$ cat config.mk
export PLATFORM = sky130hd
export DESIGN_NAME = pllcd_top
export DESIGN_NICKNAME = d
export VERILOG_FILES = /design/src/design/pllcd_pkg.sv /design/src/design/pllcd_top.sv
export SDC_FILE = /design/constraint.sdc
export NUM_CORES = 1
export LEC_CHECK = 0
export BUFFER_PORTS_ARGS = -buffer_cell sky130_fd_sc_hd__clkbuf_2
export CORE_MARGIN = 8
export CORE_UTILIZATION = 52
export CTS_CLUSTER_SIZE = 25
export DETAILED_ROUTE_END_ITERATION = 7
export GPL_TIMING_DRIVEN = 0
export PLACE_DENSITY = 0.82
export SETUP_SLACK_MARGIN = 0.4
export SLEW_MARGIN = 40
export SYNTH_ARGS = -nofsm -noshare
export SYNTH_HDL_FRONTEND = slang
export SYNTH_SLANG_ARGS = --single-unit
$ cat constraint.sdc
create_clock -name sys_clk -period 2.1 [get_ports sys_clk]
set_clock_uncertainty 0.05 [all_clocks]
set_input_delay 0.105 -clock sys_clk [delete_from_list [all_inputs] [get_ports sys_clk]]
set_output_delay 0.105 -clock sys_clk [all_outputs]
set_load 0.01 [all_outputs]
$ cat src/design/pllcd_pkg.sv
// Constants for the PLL clock divider control block.
// Assumes a 10 MHz system clock and a plain strobe-based register port.
package pllcd_pkg;
	// Register port geometry
	localparam int ADDR_W = 4;
	localparam int DATA_W = 32;
	// Register offsets
	localparam logic [3:0] CTRL_ADDR = 4'h0;
	localparam logic [3:0] DIVIDERS_ADDR = 4'h1;
	localparam logic [3:0] STATUS_ADDR = 4'h2;
	// Control register fields
	localparam int CTRL_OSC_BIT = 0;
	localparam int CTRL_PLL_SELECT_BIT = 1;
	// Dividers register fields
	localparam int REF_DIVIDER_FIELD_LSB = 0;
	localparam int REF_DIVIDER_FIELD_W = 4;
	localparam int LOOP_MULTIPLIER_FIELD_LSB = 8;
	localparam int LOOP_MULTIPLIER_FIELD_W = 6;
	localparam int POST_DIVIDER_FIELD_LSB = 16;
	localparam int POST_DIVIDER_FIELD_W = 5;
	// Status register fields
	localparam int STAT_LOCK_BIT = 0;
	localparam int STAT_OSC_BIT = 1;
	localparam int STAT_PLL_SELECT_BIT = 2;
	// Reset values
	localparam logic RST_OSC_ENABLE = 1'b0;
	localparam logic RST_PLL_SELECT = 1'b0;
	localparam logic [3:0] RST_REF_DIVIDER_FIELD = 4'h0;
	localparam logic [5:0] RST_LOOP_MULTIPLIER_FIELD = 6'h18;
	localparam logic [4:0] RST_POST_DIVIDER_FIELD = 5'h03;
	// Fixed divide values, written as terminal count (divide minus one)
	localparam logic [4:0] UNLOCKED_POST_TC = 5'h03;
	localparam logic [6:0] BUS_TC = 7'h01;
	// Width of the feedback and bus divider counters
	localparam int CNT_W = 7;
endpackage : pllcd_pkg

$ cat src/design/pllcd_top.sv
// PLL clock divider control: reference select, feedback, post and bus dividers.
// Assumes all clocks arrive as one-cycle ticks synchronous to sys_clk.
//
// Added by the designer: the strobed register port and the register addresses.
`timescale 1ns/10ps

module pllcd_div #(
	parameter int W = 7
) (
	// Clock and reset
	input wire logic sys_clk,
	input wire logic rst_b,
	// Divider
	input wire logic tick_in,
	input wire logic [W-1:0] term,
	output logic tick_out,
	output logic [W-1:0] count
);
	logic [W-1:0] cnt_reg;
	logic [W-1:0] cnt_next;
	logic wrap;

	// Wrap on >= so a smaller setting never strands the counter
	assign wrap = tick_in && (cnt_reg >= term);
	assign cnt_next = wrap ? '0 : (tick_in ? cnt_reg + 1'b1 : cnt_reg);
	assign tick_out = wrap;
	assign count = cnt_reg;

	always_ff @(posedge sys_clk) begin
		if (!rst_b) begin
			cnt_reg <= '0;
		end else begin
			cnt_reg <= cnt_next;
		end
	end
endmodule : pllcd_div

module pllcd_top (
	// Clock and reset
	input wire logic sys_clk,
	input wire logic rst_b,
	// Register port
	input wire logic [pllcd_pkg::ADDR_W-1:0] reg_addr,
	input wire logic [pllcd_pkg::DATA_W-1:0] reg_wdata,
	input wire logic reg_wr,
	input wire logic reg_rd,
	output logic [pllcd_pkg::DATA_W-1:0] reg_rdata,
	// Source clock ticks and loop status
	input wire logic internal_rc_clock,
	input wire logic oscillator_clock,
	input wire logic vco_clock,
	input wire logic pll_lock,
	// Derived clock ticks
	output logic reference_clock,
	output logic feedback_clock,
	output logic pll_output_clock,
	output logic bus_clock
);
	import pllcd_pkg::*;

	logic osc_enable_reg;
	logic pll_select_reg;
	logic [REF_DIVIDER_FIELD_W-1:0] ref_divider_field_reg;
	logic [LOOP_MULTIPLIER_FIELD_W-1:0] loop_multiplier_field_reg;
	logic [POST_DIVIDER_FIELD_W-1:0] post_divider_field_reg;
	logic [DATA_W-1:0] rdata_reg;
	logic [DATA_W-1:0] rdata_next;
	logic ref_reg;
	logic fb_reg;
	logic pll_reg;
	logic bus_reg;

	// Register decode
	wire wr_ctrl = reg_wr && (reg_addr == CTRL_ADDR);
	wire wr_div = reg_wr && (reg_addr == DIVIDERS_ADDR);
	wire [DATA_W-1:0] ctrl_view = {{(DATA_W-2){1'b0}}, pll_select_reg, osc_enable_reg};
	wire [DATA_W-1:0] div_view = {11'h000, post_divider_field_reg, 2'h0,
		loop_multiplier_field_reg, 4'h0, ref_divider_field_reg};
	wire [DATA_W-1:0] stat_view = {{(DATA_W-3){1'b0}}, pll_select_reg, osc_enable_reg,
		pll_lock};

	// Unmapped addresses read as zero
	assign rdata_next = !reg_rd ? '0 :
		(reg_addr == CTRL_ADDR) ? ctrl_view :
		(reg_addr == DIVIDERS_ADDR) ? div_view :
		(reg_addr == STATUS_ADDR) ? stat_view : '0;

	always_ff @(posedge sys_clk) begin
		if (!rst_b) begin
			osc_enable_reg <= RST_OSC_ENABLE;
			pll_select_reg <= RST_PLL_SELECT;
			ref_divider_field_reg <= RST_REF_DIVIDER_FIELD;
			loop_multiplier_field_reg <= RST_LOOP_MULTIPLIER_FIELD;
			post_divider_field_reg <= RST_POST_DIVIDER_FIELD;
			rdata_reg <= '0;
		end else begin
			if (wr_ctrl) begin
				osc_enable_reg <= reg_wdata[CTRL_OSC_BIT];
				pll_select_reg <= reg_wdata[CTRL_PLL_SELECT_BIT];
			end
			if (wr_div) begin
				ref_divider_field_reg <= reg_wdata[REF_DIVIDER_FIELD_LSB +: REF_DIVIDER_FIELD_W];
				loop_multiplier_field_reg <= reg_wdata[LOOP_MULTIPLIER_FIELD_LSB +: LOOP_MULTIPLIER_FIELD_W];
				post_divider_field_reg <= reg_wdata[POST_DIVIDER_FIELD_LSB +: POST_DIVIDER_FIELD_W];
			end
			rdata_reg <= rdata_next;
		end
	end
	assign reg_rdata = rdata_reg;

	// Reference path
	logic osc_div_tick;
	logic [REF_DIVIDER_FIELD_W-1:0] ref_cnt;
	pllcd_div #(.W(REF_DIVIDER_FIELD_W)) u_ref_div (
		.sys_clk(sys_clk),
		.rst_b(rst_b),
		.tick_in(oscillator_clock),
		.term(ref_divider_field_reg),
		.tick_out(osc_div_tick),
		.count(ref_cnt)
	);
	wire ref_next = osc_enable_reg ? osc_div_tick : internal_rc_clock;

	// Feedback: terminal count 2*(m+1)-1 gives the even multiply
	logic fb_tick;
	logic [CNT_W-1:0] fb_cnt;
	wire [CNT_W-1:0] fb_term = {loop_multiplier_field_reg, 1'b1};
	pllcd_div #(.W(CNT_W)) u_fb_div (
		.sys_clk(sys_clk),
		.rst_b(rst_b),
		.tick_in(vco_clock),
		.term(fb_term),
		.tick_out(fb_tick),
		.count(fb_cnt)
	);

	// Post divider, forced to four while unlocked
	logic post_tick;
	logic [POST_DIVIDER_FIELD_W-1:0] post_cnt;
	wire [POST_DIVIDER_FIELD_W-1:0] post_term = pll_lock ? post_divider_field_reg
		: UNLOCKED_POST_TC;
	pllcd_div #(.W(POST_DIVIDER_FIELD_W)) u_post_div (
		.sys_clk(sys_clk),
		.rst_b(rst_b),
		.tick_in(vco_clock),
		.term(post_term),
		.tick_out(post_tick),
		.count(post_cnt)
	);

	// Bus clock always halves its source, keeping it under the limit in bypass
	logic bus_tick;
	logic [CNT_W-1:0] bus_cnt;
	wire bus_src = pll_select_reg ? pll_reg : ref_reg;
	pllcd_div #(.W(CNT_W)) u_bus_div (
		.sys_clk(sys_clk),
		.rst_b(rst_b),
		.tick_in(bus_src),
		.term(BUS_TC),
		.tick_out(bus_tick),
		.count(bus_cnt)
	);

	always_ff @(posedge sys_clk) begin
		if (!rst_b) begin
			ref_reg <= 1'b0;
			fb_reg <= 1'b0;
			pll_reg <= 1'b0;
			bus_reg <= 1'b0;
		end else begin
			ref_reg <= ref_next;
			fb_reg <= fb_tick;
			pll_reg <= post_tick;
			bus_reg <= bus_tick;
		end
	end
	assign reference_clock = ref_reg;
	assign feedback_clock = fb_reg;
	assign pll_output_clock = pll_reg;
	assign bus_clock = bus_reg;
endmodule : pllcd_top

Yosys cells after proc, flatten, opt, wreduce, memory -nomap -nowiden:

Cells that the tools add are included.

* flip-flop bits (word level): 76
* logic and storage cells: 48

* add/sub/neg operators: 4
* order comparisons: 4
* equality and inequality tests: 2
* multiplexer cells: 6
* bitwise gates (word level): 2
* reduce and logical (&&, ||, !) cells: 14

Operator list (count)
* $mux W21: 1
* $add A7 B1 Y7 const B: 2
* $reduce_or A2 Y1: 4
* $ge A7 B1 Y1 const B: 1
* $ge A7 B7 Y1: 1
* $logic_and A1 B1 Y1: 6
* $add A5 B1 Y5 const B: 1
* $ge A5 B5 Y1: 1
* $mux W5: 1
* $add A4 B1 Y4 const B: 1
* $eq A4 B1 Y1 const B: 1
* $eq A4 B2 Y1 const B: 1
* $ge A4 B4 Y1: 1
* $logic_not A4 Y1: 1
* $reduce_or A4 Y1: 1
* $mux W3: 1
* $reduce_or A3 Y1: 1
* $mux W1: 2
* $mux W2: 1
* $not A1 Y1: 2
* $reduce_and A2 Y1: 1

Depth between registers and ports, before layout:

Gate-level depths: netlist of run 1.

* depth after elaboration: 4
* depth in mapped cells: 6
* gate-level depth less buffers: 6

By module:

From an unflattened synthesis of run 1, not the netlist that was laid out.

* cells, all modules: 342
* area total of the unflattened synthesis: 3224.3 µm²

By module, submodules not included
* pllcd_top: instances 1, cells an instance 151, area each 1487.7 µm²
* pllcd_div at u_bus_div ...: instances 2, cells an instance 55, area each 521.8 µm²
* pllcd_div at u_post_div: instances 1, cells an instance 45, area each 379.1 µm²
* pllcd_div at u_ref_div: instances 1, cells an instance 36, area each 314.1 µm²

Worst setup path before layout of run 1:

Ideal clock, no wire load.

* path type: reg2reg
* start: register post_divider_field_reg[0]
* end: register u_post_div.cnt_reg[0] (netlist: u_post_div.count[0])
* arrival: 1.395 ns
* setup slack: 0.517 ns
* cell stages (with the launch flop): 7
* clock period less this slack: 1.583 ns
* cell sequence: dfxtp_1 > nand2b_1 > ha_1 > nand2b_1 > a211oi_1 > o311ai_1 > nor2_1

* longest elaborated chain between the ends: 4

RTL lines
* start, declared: line pllcd_top.sv:65 `logic [POST_DIVIDER_FIELD_W-1:0] post_divider_field_reg;`
* start signal, assigned: line pllcd_top.sv:104 `post_divider_field_reg <= reg_wdata[POST_DIVIDER_FIELD_LSB +: POST_DIVIDER_FIELD_W];`
* $mux W5: line pllcd_top.sv:140 `wire [POST_DIVIDER_FIELD_W-1:0] post_term = pll_lock ? post_divider_field_reg`
* $ge A5 B5 Y1: line pllcd_top.sv:24 `assign wrap = tick_in && (cnt_reg >= term);`
* $logic_and A1 B1 Y1: line pllcd_top.sv:24
* $reduce_or A2 Y1 (no source line)
* end signal, assigned: line pllcd_top.sv:33 `cnt_reg <= cnt_next;`
* end, declared: line pllcd_top.sv:19 `logic [W-1:0] cnt_reg;`

Every way passes these cells.
A chain may end at the register's enable or synchronous reset.

Worst setup path in the final report of run 1:

* start: register post_divider_field_reg[0]
* end: register pll_reg (netlist: pll_output_clock)

* longest elaborated chain between the ends: 3

RTL lines
* $mux W5: line pllcd_top.sv:140
* $ge A5 B5 Y1: line pllcd_top.sv:24
* $logic_and A1 B1 Y1: line pllcd_top.sv:24
* end signal, assigned: line pllcd_top.sv:173 `pll_reg <= post_tick;`
* end, declared: line pllcd_top.sv:70 `logic pll_reg;`

Every way passes these cells.

==> results of run 1 <==
## report_power, final
part | switching (mW) | internal (mW)
registers | 0.0222 | 1.14
logic | 0.128 | 0.130
clock network | 0.424 | 0.581
## cells in the mapped netlist, types with 7 or more instances
| master | count | share of area [%] |
|---|---|---|
| a21oi_1 | 12 | 2.2 |
| nand4_1 | 7 | 1.6 |
| dfxtp_1 | 59 | 43 |
| and2_1 | 7 | 1.6 |
| nand2_1 | 47 | 6.4 |
| xnor2_1 | 7 | 2.2 |
| inv_1 | 14 | 1.9 |
| a21boi_0 | 7 | 1.9 |
| buf_4 | 20 | 5.4 |
| and3_1 | 9 | 2.0 |
| nor4_1 | 7 | 1.6 |
| ha_1 | 20 | 9.0 |
| xor2_1 | 10 | 3.2 |
| nor2_1 | 20 | 2.7 |
## logic make-up (layout without fill, tap and decap cells)
family	Yosys count	in the layout	synth area share (%)
AND/OR/NAND/NOR	119	119	21.3
flip-flops	59	59	42.6
buffers and inverters	41	116	8.40
adder cells (fa/ha/maj)	20	20	9.03
other	1	17	0.135
XOR/XNOR	17	17	5.37
AO/OA/AOI/OAI	40	40	10.7
multiplexers	6	6	2.44
## how the worst min path moves through the flow
stage	startpoint	endpoint
final	internal_rc_clock	reference_clock
after global routing	rst_b	post_divider_field_reg[2]
after CTS	internal_rc_clock	reference_clock
after detailed placement	reg_wdata[17]	post_divider_field_reg[1]
after global placement	reg_wdata[17]	post_divider_field_reg[1]
after floorplan	reg_wdata[17]	post_divider_field_reg[1]
## per-stage QoR
step                setup slack, ns  instances
global route                  0.380        464
floorplan                     0.517        319
detailed placement            0.268        432
global placement              0.334        432
CTS                           0.392        463
finish                        0.463        464
## area by class of cell
cell class                      instances  share of cell area [%]
Multi-Input combinational cell        219                    42.1
Sequential cell                        59                    33.3
Timing Repair Buffer                   59                    10.4
Buffer                                 27                    5.04
Clock buffer                           14                    4.27
Tap cell                               70                    2.45
Inverter                               14                    1.47
Clock inverter                          2                   0.979
## metal layers
layer | GRT usage (%) | up-vias | wire length, um
met3 | 5.88 | 10 | 391
met5 | 0 | - | 0
met1 | 18.8 | 1064 | 2780
met4 | 9.06 | 0 | 107
met2 | 30.4 | 64 | 3410
li1 | - | 1165 | -
## cells in the final DEF (no fill, tap or decap), types with 4 or more instances in the layout
cell	instances
a21boi_0	7
a21boi_1	4
a21oi_1	10
and2_1	7
and3_1	9
buf_4	21
clkbuf_1	8
clkbuf_2	43
clkbuf_8	10
conb_1	17
dfxtp_1	54
dfxtp_2	4
dlygate4sd3_1	15
ha_1	18
inv_1	13
nand2_1	47
nand3_1	6
nand4_1	7
nor2_1	19
nor4_1	7
xnor2_1	7
xor2_1	10
## repair_timing
action / CTS / global route
setup endpoints to repair: 13 / 18
buffers inserted: 0 / 1
gates resized for setup: 7 / 15
hold buffers: 15 / 0
pin swaps: 1 / 10
hold endpoints to repair: 17 / 0
## worst reg2reg max path, cell delays in order (launching register included)
cell and delay [ns]:
dfxtp_2 0.32, nand2b_1 0.15, ha_1 0.27, nand2b_4 0.15
a211oi_4 0.27, nor3_1 0.09, o211a_1 0.23
==> results.sh, run 1 <==
export IMPL_largest_reg_flops=15
export IMPL_routedWlPerCell_um=14.4
export IMPL_grt_pass1_vias=2312
export IMPL_start_util_pct=53.9
export IMPL_r2r_slack_ns=0.46
export IMPL_die_y_um=89.0
export IMPL_leakage_nw=1.64
export IMPL_dieArea_um2=7920
export IMPL_cp_depth=6
export IMPL_synth_warnings=0
export IMPL_grt_first_pass_wirelength_um=10600
export IMPL_wl_um=6690
export IMPL_ys_flop_type="dfxtp_1"
export IMPL_clkTransAtPathRegs_ns=0.06
export IMPL_fill_cells=401
export IMPL_crit_slowest_cell="dfxtp_2"
export IMPL_worstPathCellList="nand2b_1 > ha_1 > nand2b_4 > a211oi_4 > nor3_1 > o211a_1"
export IMPL_powerDensity_nw_per_um2=678
export IMPL_ys_seq_area_share_pct=42.6
export IMPL_post_synth_inst_count=303
export IMPL_nets=453
export IMPL_drc=0
export IMPL_dr_total_vias=2303
export IMPL_hold_depth=3
export IMPL_fp_dieW_um=89.0
export IMPL_fin_util_pct=69.6
export IMPL_hold_viol_final=0
export IMPL_cts_tree="done"
export IMPL_cp_buffers_inverters=0
export IMPL_gr_usage_all_layers_pct=17.7
export IMPL_min_period_over_period_pct=78.0
export IMPL_min_period_ns=1.64
export IMPL_setup_viol=0
export IMPL_finalPower_mw=2.43
export IMPL_cap_violations=0
export IMPL_drtIter0Drc=87
export IMPL_grt_max_degree=11
export IMPL_cts_root_buf="clkbuf_8"
export IMPL_grt_ovfl_total=0
export IMPL_run_status="complete, no violations"
export IMPL_core_area_um2=5140
export IMPL_synthArstFlopShare_pct=0
export IMPL_clock_sinks=59
export IMPL_antenna_left=0
export IMPL_critPathMaxStageDelay_ns=0.32
export IMPL_worstMarginPinSlew_ns=0.544
export IMPL_fmax_mhz=611
export IMPL_clk_insertion_delay_late_ns=0.34
export IMPL_final_setup_tns_ns=0
export IMPL_rsz0062_at_grt="true"
export IMPL_cp_arrival_ns=1.82
export IMPL_synth_edf_count=0
export IMPL_place_area_um2=3130
export IMPL_numCtsBuffers=9
export IMPL_synth_seq_cells=59
export IMPL_reg2reg_depth=6
export IMPL_drv_slew=0
export IMPL_drive_gt1_share_pct=27.2
export IMPL_io_pins=80
export IMPL_hold_path_class="in2reg"
export IMPL_dr_pass1_iters=4
export IMPL_area_growth_pct=29.1
export IMPL_io_buffers=43
export IMPL_htree_levels=3
export IMPL_grt_antenna_before_repair=0
export IMPL_cp_max_fo=3
export IMPL_relSlewSlack_pct=63.7
export IMPL_dpl_hpwl_um=4690
export IMPL_num_antenna_cells=0
export IMPL_gp_congestion=0.817
export IMPL_critPathLaunchType="flip-flop"
export IMPL_reg2reg_to="pll_output_clock"
export IMPL_hold_ws_ns=0.0587
export IMPL_required_ns=2.28
export IMPL_r2r_start="post_divider_field_reg[0]"
export IMPL_path_delay_family="compound AO/OA/AOI/OAI gates"
export IMPL_crit_end="pll_output_clock"
export IMPL_synth_distinct_cells=46
export IMPL_cp_end_kind="flip-flop"
export IMPL_rows=26
export IMPL_multiInputGateArea_um2=1510
export IMPL_syn_area_per_cell_um2=9.14
export IMPL_final_area_um2=3580
export IMPL_peakVddDrop_mv=0.497
export IMPL_cts_path_max_buffers=2
export IMPL_cp_startpoint="post_divider_field_reg[0]"
export IMPL_worstSetupPathType="reg2reg"
export IMPL_avgViaCountPerCell=4.96
export IMPL_synthesis_area_um2=2770
export IMPL_regArea_um2=1190
No activity file was read; power rests on OpenSTA's default activity.
==> inputs of run 2 (changes only) <==
- ABC_AREA: default -> 1
- clock period: 2.1 -> 1.6 ns (I/O delays scaled with it)
==> run 2 against run 1 <==
Compared with the run above:
- final cell count up 18%
- via count up 22%
- fmax up 16%
- largest cell class unchanged
- hold slack worse by 0.026 ns
- synthesized cell count up 22%
- non-clock buffer count up 15
- critical endpoint is now u_post_div.count[1]
- critical path depth up 3
==> results.sh, run 2 <==
export IMPL_run_status="complete, no violations"
export IMPL_nets=537
export IMPL_final_cell_mix="nor2_1 (52), nand2_1 (46), clkbuf_2 (45)"
export IMPL_synth_commonest_cells="nor2_1 (72), nand2_1 (65), dfxtp_1 (59)"
export IMPL_cp_end_kind="flip-flop"
export IMPL_gr_usage_all_layers_pct=19.0
export IMPL_synthArstFlopShare_pct=0
export IMPL_rsz0062_at_grt="true"
export IMPL_cap_violations=0
export IMPL_fp_dieW_um=89.5
export IMPL_cts_path_max_buffers=2
export IMPL_grt_antenna_before_repair=0
export IMPL_min_period_ns=1.42
export IMPL_yosysMostFrequentCell="nor2_1"
export IMPL_dr_pass1_iters=5
export IMPL_post_synth_inst_count=369
export IMPL_grtUsageMet2_pct=34.5
export IMPL_synthesis_area_um2=2810
export IMPL_fmax_mhz=706
export IMPL_min_period_over_period_pct=88.5
export IMPL_drive_gt1_share_pct=43.9
export IMPL_rows=26
export IMPL_dpl_hpwl_um=4710
export IMPL_layout_commonest_cell="nor2_1"
export IMPL_powerDensity_nw_per_um2=776
export IMPL_area_growth_pct=45.5
export IMPL_hold_viol_final=0
export IMPL_core_area_um2=5170
export IMPL_relSlewSlack_pct=59.6
export IMPL_worstSetupPathType="reg2reg"
export IMPL_synth_distinct_cells=27
export IMPL_largest_reg_flops=15
export IMPL_clock_sinks=59
export IMPL_die_y_um=89.5
export IMPL_cp_max_fo=5
export IMPL_io_buffers=45
export IMPL_start_util_pct=54.4
export IMPL_post_place_ws_ns=0.169
export IMPL_drv_slew=0
export IMPL_cts_tree="done"
export IMPL_critPathLaunchType="flip-flop"
export IMPL_setup_viol=0
export IMPL_required_ns=1.79
export IMPL_ys_flop_type="dfxtp_1"
export IMPL_worst_slack_ns=0.183
export IMPL_clkTransAtPathRegs_ns=0.06
export IMPL_drc=0
export IMPL_antenna_left=0
export IMPL_worstMarginPinSlew_ns=0.606
export IMPL_htree_levels=3
export IMPL_dieArea_um2=8020
export IMPL_wl_um=8570
export IMPL_grt_busiest_layer="met2"
export IMPL_placed_cells=500
export IMPL_synth_warnings=0
export IMPL_grtUsageMet3_pct=5.15
export IMPL_num_antenna_cells=0
export IMPL_synth_edf_count=0
export IMPL_numCtsBuffers=9
export IMPL_grt_first_pass_wirelength_um=11500
export IMPL_syn_area_per_cell_um2=7.62
export IMPL_synth_largest_area_cell="dfxtp_1"
export IMPL_peakVddDrop_mv=0.615
export IMPL_stdcell_count=548
export IMPL_final_setup_tns_ns=0
export IMPL_leakage_nw=1.87
export IMPL_ys_seq_area_share_pct=42.0
export IMPL_yosys_top_cells_area="dfxtp_1 (42%), nor2_1 (9.6%), ha_1 (8.9%)"
export IMPL_grt_pass1_vias=2618
export IMPL_gp_congestion=0.848
export IMPL_io_pins=80
export IMPL_avgViaCountPerCell=5.13
export IMPL_hold_ws_ns=0.0323
export IMPL_hold_path_class="in2reg"
export IMPL_drtIter0Drc=204
export IMPL_cts_root_buf="clkbuf_8"
export IMPL_use_met1_pct=19.4
export IMPL_routedWlPerCell_um=15.6
export IMPL_synth_seq_cells=59
export IMPL_grt_ovfl_total=0
export IMPL_cp_arrival_ns=1.60
export IMPL_grt_max_degree=11
export IMPL_clk_insertion_delay_late_ns=0.35
export IMPL_dr_total_vias=2809
export IMPL_synth_top_area_share_pct=42.0
[run 2: path summary, 6_finish.rpt]
| check | start | end | slack [ns] | cells after the start |
|---|---|---|---|---|
| min | oscillator_clock | u_ref_div.count[0] | 0.03 | 3 |
| min reg2reg | loop_multiplier_field_reg[2] | reg_rdata[10] | 0.42 | 2 |
| max | post_divider_field_reg[2] | u_post_div.count[1] | 0.18 | 9 |
| max reg2reg | post_divider_field_reg[2] | u_post_div.count[1] | 0.18 | 9 |
[run 2: cell families (layout without fill, tap and decap cells)]
kind of cell | count (synthesis) | in the layout | synth area share, %
xor+xnor | 11 | 11 | 3.43
simple gates | 165 | 165 | 24.2
flops | 59 | 59 | 42.0
buf+inv | 77 | 170 | 13.4
mux | 3 | 3 | 1.07
other cells | 1 | 17 | 0.133
fa+ha+maj | 20 | 20 | 8.90
compound gates | 33 | 33 | 6.90
[run 2: power breakdown]
part | internal, mW | total (mW) | switching [mW]
Clock | 0.643 | 1.22 | 0.580
Sequential | 1.50 | 1.53 | 0.0322
Combinational | 0.193 | 0.419 | 0.225
[run 2: worst max-delay path, stage by stage, from the launching register on]
cell and delay, ns:
dfxtp_2 0.35, nand2_2 0.07, ha_4 0.28, nand2_1 0.05
nand2_1 0.06, nand2_1 0.07, nand3_2 0.09, nand2_2 0.08
nand2_4 0.13, nor2_1 0.06
[run 2: layer usage]
metal / up-vias / wire length [um]
met5: - / 0
met4: 0 / 244
met3: 33 / 514
met2: 113 / 4660
met1: 1331 / 3140
li1: 1332 / -
[run 2: stage by stage]
step	utilization (%)	instance area (um2)	total power, mW
6_report	79.1	4090	3.17
3_5_place_dp	62.1	3210	1.84
2_1_floorplan	-	2900	1.75
4_1_cts	73.1	3780	3.08
3_3_place_gp	62.1	3210	1.82
5_1_grt	79.1	4090	3.29
[run 2: layout make-up]
| type | count | area [um2] |
|---|---|---|
| Fill cell | 310 | 1080 |
| Buffer | 24 | 184 |
| Tap cell | 70 | 87.6 |
| Inverter | 53 | 201 |
| Clock buffer | 14 | 163 |
| Multi-Input combinational cell | 249 | 1700 |
| Sequential cell | 59 | 1220 |
| Timing Repair Buffer | 77 | 517 |
| Clock inverter | 2 | 10.0 |
[run 2: repair_timing]
item	CTS	global route
endpoints found under the hold margin	18	0
endpoints found under the setup margin	27	41
hold buffers	17	0
buffers inserted	7	7
resized for setup	55	69
pin swaps	28	24
gates cloned	0	1
